### config.mk
export PLATFORM = sky130hd
export DESIGN_NAME = sbm_device_flat
export DESIGN_NICKNAME = d
export VERILOG_FILES = /design/src/sbm_pkg.sv /design/src/sbm_link_if.sv /design/src/sbm_device.sv /design/src/flat_wrapper.sv
export SDC_FILE = /design/constraint.sdc
export NUM_CORES = 1
export LEC_CHECK = 0
export ABC_AREA = 0
export BUFFER_PORTS_ARGS = -buffer_cell sky130_fd_sc_hd__buf_4
export CAP_MARGIN = 20
export CELL_PAD_IN_SITES_DETAIL_PLACEMENT = 0
export CELL_PAD_IN_SITES_GLOBAL_PLACEMENT = 1
export CORE_MARGIN = 2
export CORE_UTILIZATION = 30
export DETAILED_ROUTE_END_ITERATION = 6
export PLACE_DENSITY = 0.72
export SLEW_MARGIN = 20
export SYNTH_ARGS = -nofsm -noshare
export SYNTH_HDL_FRONTEND = slang
export SYNTH_SLANG_ARGS = --single-unit
### constraint.sdc
create_clock -name ref_clk -period 6 [get_ports ref_clk]
set_input_delay 0.6 -clock ref_clk [delete_from_list [all_inputs] [get_ports ref_clk]]
set_output_delay 0.6 -clock ref_clk [all_outputs]
set_load 0.01 [all_outputs]
### src/sbm_pkg.sv
package sbm_pkg;
    // ---------------------------------------------------------------
    // Command encodings, {cs_n, ras_n, cas_n, we_n}
    // ---------------------------------------------------------------
    localparam logic [3:0] CMD_NOP   = 4'h7;
    localparam logic [3:0] CMD_READ  = 4'h5;
    localparam logic [3:0] CMD_WRITE = 4'h4;
    localparam logic [3:0] CMD_LMR   = 4'h0;
    localparam logic [3:0] CMD_REF   = 4'h1;

    // ---------------------------------------------------------------
    // Base mode register fields
    // ---------------------------------------------------------------
    localparam int BL_LSB  = 0;
    localparam int BT_POS  = 3;
    localparam int CL_LSB  = 4;
    localparam int OP_LSB  = 7;
    localparam int WB_POS  = 9;
    localparam logic [2:0] BL_1    = 3'h0;
    localparam logic [2:0] BL_2    = 3'h1;
    localparam logic [2:0] BL_4    = 3'h2;
    localparam logic [2:0] BL_8    = 3'h3;
    localparam logic [2:0] BL_PAGE = 3'h7;
    localparam int PAGE_COLS       = 512;

    // ---------------------------------------------------------------
    // Low power config register fields and bank select values
    // ---------------------------------------------------------------
    localparam int PRS_LSB = 0;
    localparam int ODL_LSB = 5;
    localparam logic [1:0] BANK_SEL_EXT  = 2'h2;
    localparam logic [1:0] BANK_SEL_BASE = 2'h0;

    // ---------------------------------------------------------------
    // Controller register map and resets
    // ---------------------------------------------------------------
    localparam logic [7:0] REG_MODE   = 8'h00;
    localparam logic [7:0] REG_EXT    = 8'h04;
    localparam logic [7:0] REG_CMD    = 8'h08;
    localparam logic [7:0] REG_WDATA  = 8'h0c;
    localparam logic [7:0] REG_STATUS = 8'h10;
    localparam logic [7:0] REG_RDATA  = 8'h14;
    localparam logic [9:0] MODE_RST   = 10'h023;
    localparam logic [7:0] EXT_RST    = 8'h00;
    localparam int CMD_OP_LSB  = 16;
    localparam int TEMP_BITS   = 8;
    localparam int TMRD_CYC    = 2;
endpackage : sbm_pkg

### src/sbm_link_if.sv
`timescale 1ns/1ns
interface sbm_link_if;
    logic        cs_n;
    logic        ras_n;
    logic        cas_n;
    logic        we_n;
    logic        cke;
    logic [1:0]  ba;
    logic [12:0] addr;
    logic [15:0] dq_ctl;   // Data driven by the controller.
    logic        dq_ctl_oe;
    logic [15:0] dq_dev;   // Data driven by the device.
    logic        dq_dev_oe;

    modport ctl (output cs_n, ras_n, cas_n, we_n, cke, ba, addr,
                 dq_ctl, dq_ctl_oe, input dq_dev, dq_dev_oe);
    modport dev (input cs_n, ras_n, cas_n, we_n, cke, ba, addr,
                 dq_ctl, dq_ctl_oe, output dq_dev, dq_dev_oe);
endinterface : sbm_link_if

### src/sbm_device.sv
`timescale 1ns/1ns
// How it works
// - BL2: A1-A8 pick block, A0 start
// - BL4: A2-A8 pick block, A0-A1 start
// - BL8: A3-A8 pick block, A0-A2 start
// - Full page: 512 columns, sequential only
// - Burst wraps inside its own block
// - BL1: exact column, burst type ignored
// - Sequential adds count, interleaved XORs count
// - Controller programs operating mode zero
// - Read latency one, two or three
// - Drive after r+q-1, valid at r+q
// - Controller picks latency legal for clock; the controller sends whatever latency software writes to REG_MODE, unchecked
// - Write-single bit makes writes one location
// - Bank select 10 loads extended register
// - Controller writes reserved extended bits zero
// - Extended load only when idle, wait after
// - Extended register holds until reloaded
// - Temperature sensor scales self refresh rate
// - Self refresh only selected array portion
// - Partial refresh coverage encoding
// - Output drive level encoding
// - Base mode register field layout
// - Lengths 1-8 both types, page sequential
module sbm_device #(
    parameter int TEMP_W = sbm_pkg::TEMP_BITS
) (
    input  wire logic              ref_clk,         // Device clock.
    input  wire logic              rst_n,           // Async reset, low.
    sbm_link_if.dev                link,            // Controller link.
    input  wire logic [TEMP_W-1:0] temp_level,      // On-chip sensor.
    output logic [8:0]             col_addr,        // Column accessed.
    output logic                   col_valid,       // Column cycle.
    output logic                   col_write,       // Access is write.
    output logic [15:0]            wr_data,         // Data to array.
    input  wire logic [15:0]       rd_data,         // Data from array.
    output logic [2:0]             partial_refresh_select, // Coverage.
    output logic [2:0]             output_drive_level,     // Drive.
    output logic [TEMP_W-1:0]      refresh_interval,       // Self ref.
    output logic [3:0]             refresh_bank_mask       // Kept banks.
);
    // ---------------------------------------------------------------
    // Mode storage
    // ---------------------------------------------------------------
    logic [9:0] mode_r;
    logic [7:0] ext_r;
    logic [3:0] cmd;
    logic       self_ref_r;
    assign cmd = {link.cs_n, link.ras_n, link.cas_n, link.we_n};

    // Both registers hold until reloaded.
    always_ff @(posedge ref_clk or negedge rst_n) begin
        if (!rst_n) begin
            mode_r <= sbm_pkg::MODE_RST;
            ext_r  <= sbm_pkg::EXT_RST;
        end else if (link.cke && cmd == sbm_pkg::CMD_LMR) begin
            if (link.ba == sbm_pkg::BANK_SEL_EXT)
                ext_r <= link.addr[7:0];
            else if (link.ba == sbm_pkg::BANK_SEL_BASE)
                mode_r <= link.addr[9:0];
        end
    end

    // Fields of the base mode register.
    logic [2:0] bl_code;
    logic       interleave;
    logic [2:0] cl_code;
    logic       write_single_bit;
    assign bl_code          = mode_r[sbm_pkg::BL_LSB +: 3];
    assign interleave       = mode_r[sbm_pkg::BT_POS];
    assign cl_code          = mode_r[sbm_pkg::CL_LSB +: 3];
    assign write_single_bit = mode_r[sbm_pkg::WB_POS];

    // Wrap block mask for a length code.
    function automatic logic [8:0] blk_mask(input logic [2:0] code);
        case (code)
            sbm_pkg::BL_2:    blk_mask = 9'h001;
            sbm_pkg::BL_4:    blk_mask = 9'h003;
            sbm_pkg::BL_8:    blk_mask = 9'h007;
            sbm_pkg::BL_PAGE: blk_mask = 9'h1ff;
            default:          blk_mask = 9'h000;
        endcase
    endfunction : blk_mask

    // Column for step n of a burst.
    function automatic logic [8:0] burst_col(input logic [8:0] start,
                                            input logic [8:0] n,
                                            input logic [8:0] m,
                                            input logic       il);
        logic [8:0] low;
        low = il ? ((start ^ n) & m) : ((start + n) & m);
        burst_col = (start & ~m) | low;
    endfunction : burst_col

    // ---------------------------------------------------------------
    // Burst address generator
    // ---------------------------------------------------------------
    typedef enum logic [1:0] {ST_IDLE, ST_WAIT, ST_BURST} sbm_st_t;
    sbm_st_t    st_r;
    logic [8:0] start_r;
    logic [8:0] mask_r;
    logic       il_r;
    logic [8:0] step_r;
    logic [1:0] wait_r;
    logic       new_rd;
    logic       new_wr;
    logic [8:0] m_nxt;
    assign new_rd = link.cke && cmd == sbm_pkg::CMD_READ;
    assign new_wr = link.cke && cmd == sbm_pkg::CMD_WRITE;

    // Write-single mode shrinks a write to one column.
    always_comb begin
        m_nxt = blk_mask(bl_code);
        if (new_wr && write_single_bit)
            m_nxt = 9'h000;
    end

    // A read waits latency-1 cycles; a new read or write truncates a burst.
    always_ff @(posedge ref_clk or negedge rst_n) begin
        if (!rst_n) begin
            st_r      <= ST_IDLE;
            start_r   <= 9'h000;
            mask_r    <= 9'h000;
            il_r      <= 1'b0;
            step_r    <= 9'h000;
            wait_r    <= 2'h0;
            col_write <= 1'b0;
        end else if (new_rd || new_wr) begin
            start_r   <= link.addr[8:0];
            mask_r    <= m_nxt;
            il_r      <= interleave && bl_code != sbm_pkg::BL_PAGE;
            step_r    <= 9'h000;
            col_write <= new_wr;
            wait_r    <= new_rd ? 2'(cl_code - 3'h1) : 2'h0;
            st_r      <= (new_rd && cl_code > 3'h1) ? ST_WAIT : ST_BURST;
        end else begin
            case (st_r)
                ST_IDLE: st_r <= ST_IDLE;
                ST_WAIT: begin
                    wait_r <= wait_r - 2'h1;
                    if (wait_r == 2'h1)
                        st_r <= ST_BURST;
                end
                ST_BURST: begin
                    step_r <= step_r + 9'h001;
                    if (step_r == mask_r)
                        st_r <= ST_IDLE;
                end
                default: st_r <= ST_IDLE;
            endcase
        end
    end

    // Column output register, one address per cycle.
    always_ff @(posedge ref_clk or negedge rst_n) begin
        if (!rst_n) begin
            col_addr  <= 9'h000;
            col_valid <= 1'b0;
            wr_data   <= 16'h0000;
        end else begin
            col_valid <= st_r == ST_BURST && !(new_rd || new_wr);
            col_addr  <= burst_col(start_r, step_r, mask_r, il_r);
            wr_data   <= link.dq_ctl;
        end
    end

    // Read data out, registered with the column word.
    always_ff @(posedge ref_clk or negedge rst_n) begin
        if (!rst_n) begin
            link.dq_dev    <= 16'h0000;
            link.dq_dev_oe <= 1'b0;
        end else begin
            link.dq_dev    <= rd_data;
            link.dq_dev_oe <= st_r == ST_BURST && !col_write
                              && !(new_rd || new_wr);
        end
    end

    // ---------------------------------------------------------------
    // Low power controls
    // ---------------------------------------------------------------
    always_ff @(posedge ref_clk or negedge rst_n) begin
        if (!rst_n)
            self_ref_r <= 1'b0;
        else if (!link.cke && cmd == sbm_pkg::CMD_REF)
            self_ref_r <= 1'b1;
        else if (link.cke)
            self_ref_r <= 1'b0;
    end

    // Hotter die gives a shorter interval; the sensor is read live.
    always_ff @(posedge ref_clk or negedge rst_n) begin
        if (!rst_n) begin
            refresh_interval       <= '0;
            refresh_bank_mask      <= 4'h0;
            partial_refresh_select <= 3'h0;
            output_drive_level     <= 3'h0;
        end else begin
            refresh_interval <= ~temp_level;
            partial_refresh_select <= ext_r[sbm_pkg::PRS_LSB +: 3];
            output_drive_level <= ext_r[sbm_pkg::ODL_LSB +: 3];
            if (!self_ref_r)
                refresh_bank_mask <= 4'h0;
            else
                case (ext_r[sbm_pkg::PRS_LSB +: 3])
                    3'h0:    refresh_bank_mask <= 4'hf;
                    3'h1:    refresh_bank_mask <= 4'h3;
                    default: refresh_bank_mask <= 4'h1;
                endcase
        end
    end
endmodule : sbm_device

### src/flat_wrapper.sv
// flat-port wrapper written by rule: the top's interface ports become plain ports
module sbm_device_flat 
#(
    parameter int TEMP_W = sbm_pkg::TEMP_BITS
)
  (ref_clk, rst_n, temp_level, col_addr, col_valid, col_write, wr_data, rd_data, partial_refresh_select, output_drive_level, refresh_interval, refresh_bank_mask, link_cs_n, link_ras_n, link_cas_n, link_we_n, link_cke, link_ba, link_addr, link_dq_ctl, link_dq_ctl_oe, link_dq_dev, link_dq_dev_oe);
  sbm_link_if link_i ();
  input  wire logic ref_clk;
  input  wire logic rst_n;
  input  wire logic [TEMP_W-1:0] temp_level;
  output logic [8:0] col_addr;
  output logic col_valid;
  output logic col_write;
  output logic [15:0] wr_data;
  input  wire logic [15:0] rd_data;
  output logic [2:0] partial_refresh_select;
  output logic [2:0] output_drive_level;
  output logic [TEMP_W-1:0] refresh_interval;
  output logic [3:0] refresh_bank_mask;
  input wire logic [$bits(link_i.cs_n)-1:0] link_cs_n;
  input wire logic [$bits(link_i.ras_n)-1:0] link_ras_n;
  input wire logic [$bits(link_i.cas_n)-1:0] link_cas_n;
  input wire logic [$bits(link_i.we_n)-1:0] link_we_n;
  input wire logic [$bits(link_i.cke)-1:0] link_cke;
  input wire logic [$bits(link_i.ba)-1:0] link_ba;
  input wire logic [$bits(link_i.addr)-1:0] link_addr;
  input wire logic [$bits(link_i.dq_ctl)-1:0] link_dq_ctl;
  input wire logic [$bits(link_i.dq_ctl_oe)-1:0] link_dq_ctl_oe;
  output wire logic [$bits(link_i.dq_dev)-1:0] link_dq_dev;
  output wire logic [$bits(link_i.dq_dev_oe)-1:0] link_dq_dev_oe;
  assign link_i.cs_n = link_cs_n;
  assign link_i.ras_n = link_ras_n;
  assign link_i.cas_n = link_cas_n;
  assign link_i.we_n = link_we_n;
  assign link_i.cke = link_cke;
  assign link_i.ba = link_ba;
  assign link_i.addr = link_addr;
  assign link_i.dq_ctl = link_dq_ctl;
  assign link_i.dq_ctl_oe = link_dq_ctl_oe;
  assign link_dq_dev = link_i.dq_dev;
  assign link_dq_dev_oe = link_i.dq_dev_oe;
  sbm_device #(.TEMP_W(TEMP_W)) u_core (.ref_clk(ref_clk), .rst_n(rst_n), .link(link_i), .temp_level(temp_level), .col_addr(col_addr), .col_valid(col_valid), .col_write(col_write), .wr_data(wr_data), .rd_data(rd_data), .partial_refresh_select(partial_refresh_select), .output_drive_level(output_drive_level), .refresh_interval(refresh_interval), .refresh_bank_mask(refresh_bank_mask));
endmodule
==> results.sh <==
export IMPL_drtPass1Iterations=4
export IMPL_tightest_slew_ns=1.04
export IMPL_clk_pin_slew_ns=0.07
export IMPL_async_flop_share=1.00
export IMPL_routed_wl_met3_um=471
export IMPL_power_density_nw_per_um2=346
export IMPL_fin_crit_ns=2.39
export IMPL_vias_per_cell=4.40
export IMPL_finalNetCount=519
export IMPL_vias=2750
export IMPL_ys_seq_elements=103
export IMPL_hpwl_um=6440
export IMPL_antenna_found_initial=0
export IMPL_grt_start_max_net_pins=66
export IMPL_skew_ns=0.0129
export IMPL_reg2reg_slack_ns=3.61
export IMPL_clock_sinks=103
export IMPL_r2r_start="u_core.step_r[0]$_DFFE_PN0P_"
export IMPL_cp_start_kind="flop"
export IMPL_synth_area_um2=4000
export IMPL_core_rowCount=42
export IMPL_topRoutingLayerUsed="met4"
export IMPL_mostFrequentLayoutCells="121 x buf_4, 100 x dfrtp_1, 42 x nand2_1"
export IMPL_wl_met1_um=3750
export IMPL_synth_flop_cell="dfrtp_1"
export IMPL_die_area_um2=14300
export IMPL_drv_slew=0
export IMPL_crit_required_ns=6.23
export IMPL_status="completed"
export IMPL_io_pin_count=125
export IMPL_drive_gt1_frac=0.367
export IMPL_r2r_end="u_core.col_addr[6]$_DFF_PN0_"
export IMPL_crit_type="flop to flop"
export IMPL_ctsResizeCount=0
export IMPL_max_freq_ghz=0.419
export IMPL_holdWs_ns=0.216
export IMPL_syn_nets=396
export IMPL_grt_pass1_vias=2872
export IMPL_wl_per_cell_um=13.9
export IMPL_cts_max_level=3
export IMPL_cts_hold_buffers_added=0
export IMPL_synth_warnings=0
export IMPL_ant_nets=0
export IMPL_peakVddDrop_mv=0.183
export IMPL_routabilityCongestion=0.767
export IMPL_finalSetupViolCount=0
export IMPL_maxCapViolCount=0
export IMPL_period_share=0.398
export IMPL_cts_buffers=9
export IMPL_netlist_instances=321
export IMPL_critPathMaxFanout=5
export IMPL_initial_core_util=0.304
export IMPL_crit_arrival_ns=2.61
export IMPL_antenna_cells=0
export IMPL_leakage_nw=2.62
export IMPL_postCtsSetupBuffers=0
export IMPL_synthToLayoutAreaGrowth_pct=33.9
export IMPL_insertion_delay_ns=0.35
export IMPL_final_common_cell="buf_4"
export IMPL_hold_path_class="input pin to async pin"
export IMPL_grt_setup_unrepaired="false"
export IMPL_final_cells=625
export IMPL_clockBufferDepth=2
export IMPL_ys_seq_area_frac=0.646
export IMPL_synth_distinct_cells=48
export IMPL_hold_viol_final=0
export IMPL_root_buffer="clkbuf_16"
export IMPL_fp_dieW_um=119
export IMPL_wl_met2_um=4350
export IMPL_cts_tree="yes"
export IMPL_core_um2=13100
export IMPL_placed_cells=609
export IMPL_overflow=0
export IMPL_port_buffers=120
export IMPL_fin_setup_tns_ns=0
export IMPL_die_h_um=119
export IMPL_avgSynthCellArea_um2=12.5
export IMPL_crit_path_end_kind="flop"
export IMPL_final_core_util=0.408
export IMPL_grt_pass1_wl_um=14500
export IMPL_synth_edff_count=0
export IMPL_grt_util_all_layers=0.130
export IMPL_drt_iter0_markers=112
export IMPL_drc=0
export IMPL_r2r_cells=8
export IMPL_wirelength_um=8700
export IMPL_relSlewSlack=0.305
[synthesized netlist by cell type (2+ instances only)]
library cell / count / area [µm²]
a211oi_1: 3 / 22.5
dfrtp_1: 100 / 2500
buf_2: 3 / 15.0
nor3b_1: 2 / 15.0
nand3_1: 7 / 35.0
nor2b_1: 3 / 18.8
buf_1: 2 / 7.51
buf_4: 2 / 15.0
nand2_1: 42 / 158
nand3b_1: 2 / 15.0
dfstp_2: 3 / 78.8
xor2_1: 7 / 61.3
a21oi_1: 10 / 50.1
nand2b_1: 5 / 31.3
a32o_1: 2 / 20.0
or3_1: 2 / 12.5
and3_1: 5 / 31.3
ha_1: 11 / 138
nor2_1: 26 / 97.6
mux2_2: 17 / 191
nor3_1: 4 / 20.0
o21ai_0: 11 / 55.1
inv_1: 17 / 63.8
xnor2_1: 11 / 96.3
[worst max-delay path by stage]
stage	from	endpoint	slack (ns)
final	u_core.step_r[0]$_DFFE_PN0P_	u_core.col_addr[6]$_DFF_PN0_	3.61
after global routing	u_core.step_r[0]$_DFFE_PN0P_	u_core.col_addr[6]$_DFF_PN0_	3.50
after CTS	u_core.step_r[0]$_DFFE_PN0P_	u_core.col_addr[6]$_DFF_PN0_	3.61
after detailed placement	u_core.step_r[0]$_DFFE_PN0P_	u_core.col_addr[6]$_DFF_PN0_	3.64
after global placement	u_core.step_r[0]$_DFFE_PN0P_	u_core.col_addr[6]$_DFF_PN0_	3.67
after floorplan	u_core.step_r[0]$_DFFE_PN0P_	u_core.col_addr[6]$_DFF_PN0_	3.87
[state kept, by name, indices dropped and copies added (netlist names), 2 cells and up]
| signal | flops |
|---|---|
| u_core.link.dq_dev | 16 |
| u_core.wr_data | 16 |
| u_core.col_addr | 9 |
| u_core.start_r | 9 |
| u_core.step_r | 9 |
| u_core.mode_r | 8 |
| u_core.refresh_interval | 8 |
| u_core.ext_r | 6 |
| u_core.mask_r | 4 |
| u_core.output_drive_level | 3 |
| u_core.partial_refresh_select | 3 |
| u_core.refresh_bank_mask | 3 |
| u_core.st_r | 2 |
| u_core.wait_r | 2 |
[cell families after synthesis]
family	synth area share
AO/OA/AOI/OAI	0.0770
XOR/XNOR	0.0394
adder cells (fa/ha/maj)	0.0394
buffers and inverters	0.0291
flip-flops	0.646
multiplexers	0.0504
AND/OR/NAND/NOR	0.119
[routing by layer]
metal / GRT usage / vias to the layer above
li1: - / 1315
met1: 0.158 / 1355
met2: 0.218 / 71
met3: 0.0469 / 9
met4: 0.0397 / 0
met5: 0 / -
[critical path, cell delays in order (launching register included)]
cell	delay, ns
dfrtp_1	0.51
ha_1	0.23
inv_1	0.06
fa_1	0.39
nand2b_1	0.20
a211oi_4	0.33
a31oi_1	0.15
xnor2_1	0.14
mux2_2	0.26
[power breakdown]
group | internal (W) | leakage [nW] | switching [W]
Combinational | 0.000216 | 1.21 | 0.000208
Sequential | 0.000793 | 1.28 | 0.0000867
Clock | 0.000285 | 0.132 | 0.000265
Total | 0.00129 | 2.62 | 0.000560
[per-stage QoR]
| step | cell area, µm² | setup WS [ns] | total power, W |
|---|---|---|---|
| after floorplan | 4000 | 3.87 | 0.00114 |
| after global placement | 5070 | 3.67 | 0.00130 |
| after detailed placement | 5070 | 3.64 | 0.00132 |
| after CTS | 5350 | 3.61 | 0.00188 |
| after global routing | 5350 | 3.50 | 0.00197 |
| final | 5350 | 3.61 | 0.00185 |
[area by class of cell]
| cell class | instances | area [µm²] |
|---|---|---|
| fill | 1303 | 7780 |
| clock buffer | 9 | 225 |
| clock inverter | 7 | 55.1 |
| multi-input combinational | 192 | 1300 |
| tap | 176 | 220 |
| sequential | 103 | 2580 |
| timing repair buffer | 121 | 908 |
| inverter | 17 | 63.8 |
No activity file was read; power rests on OpenSTA's default activity.
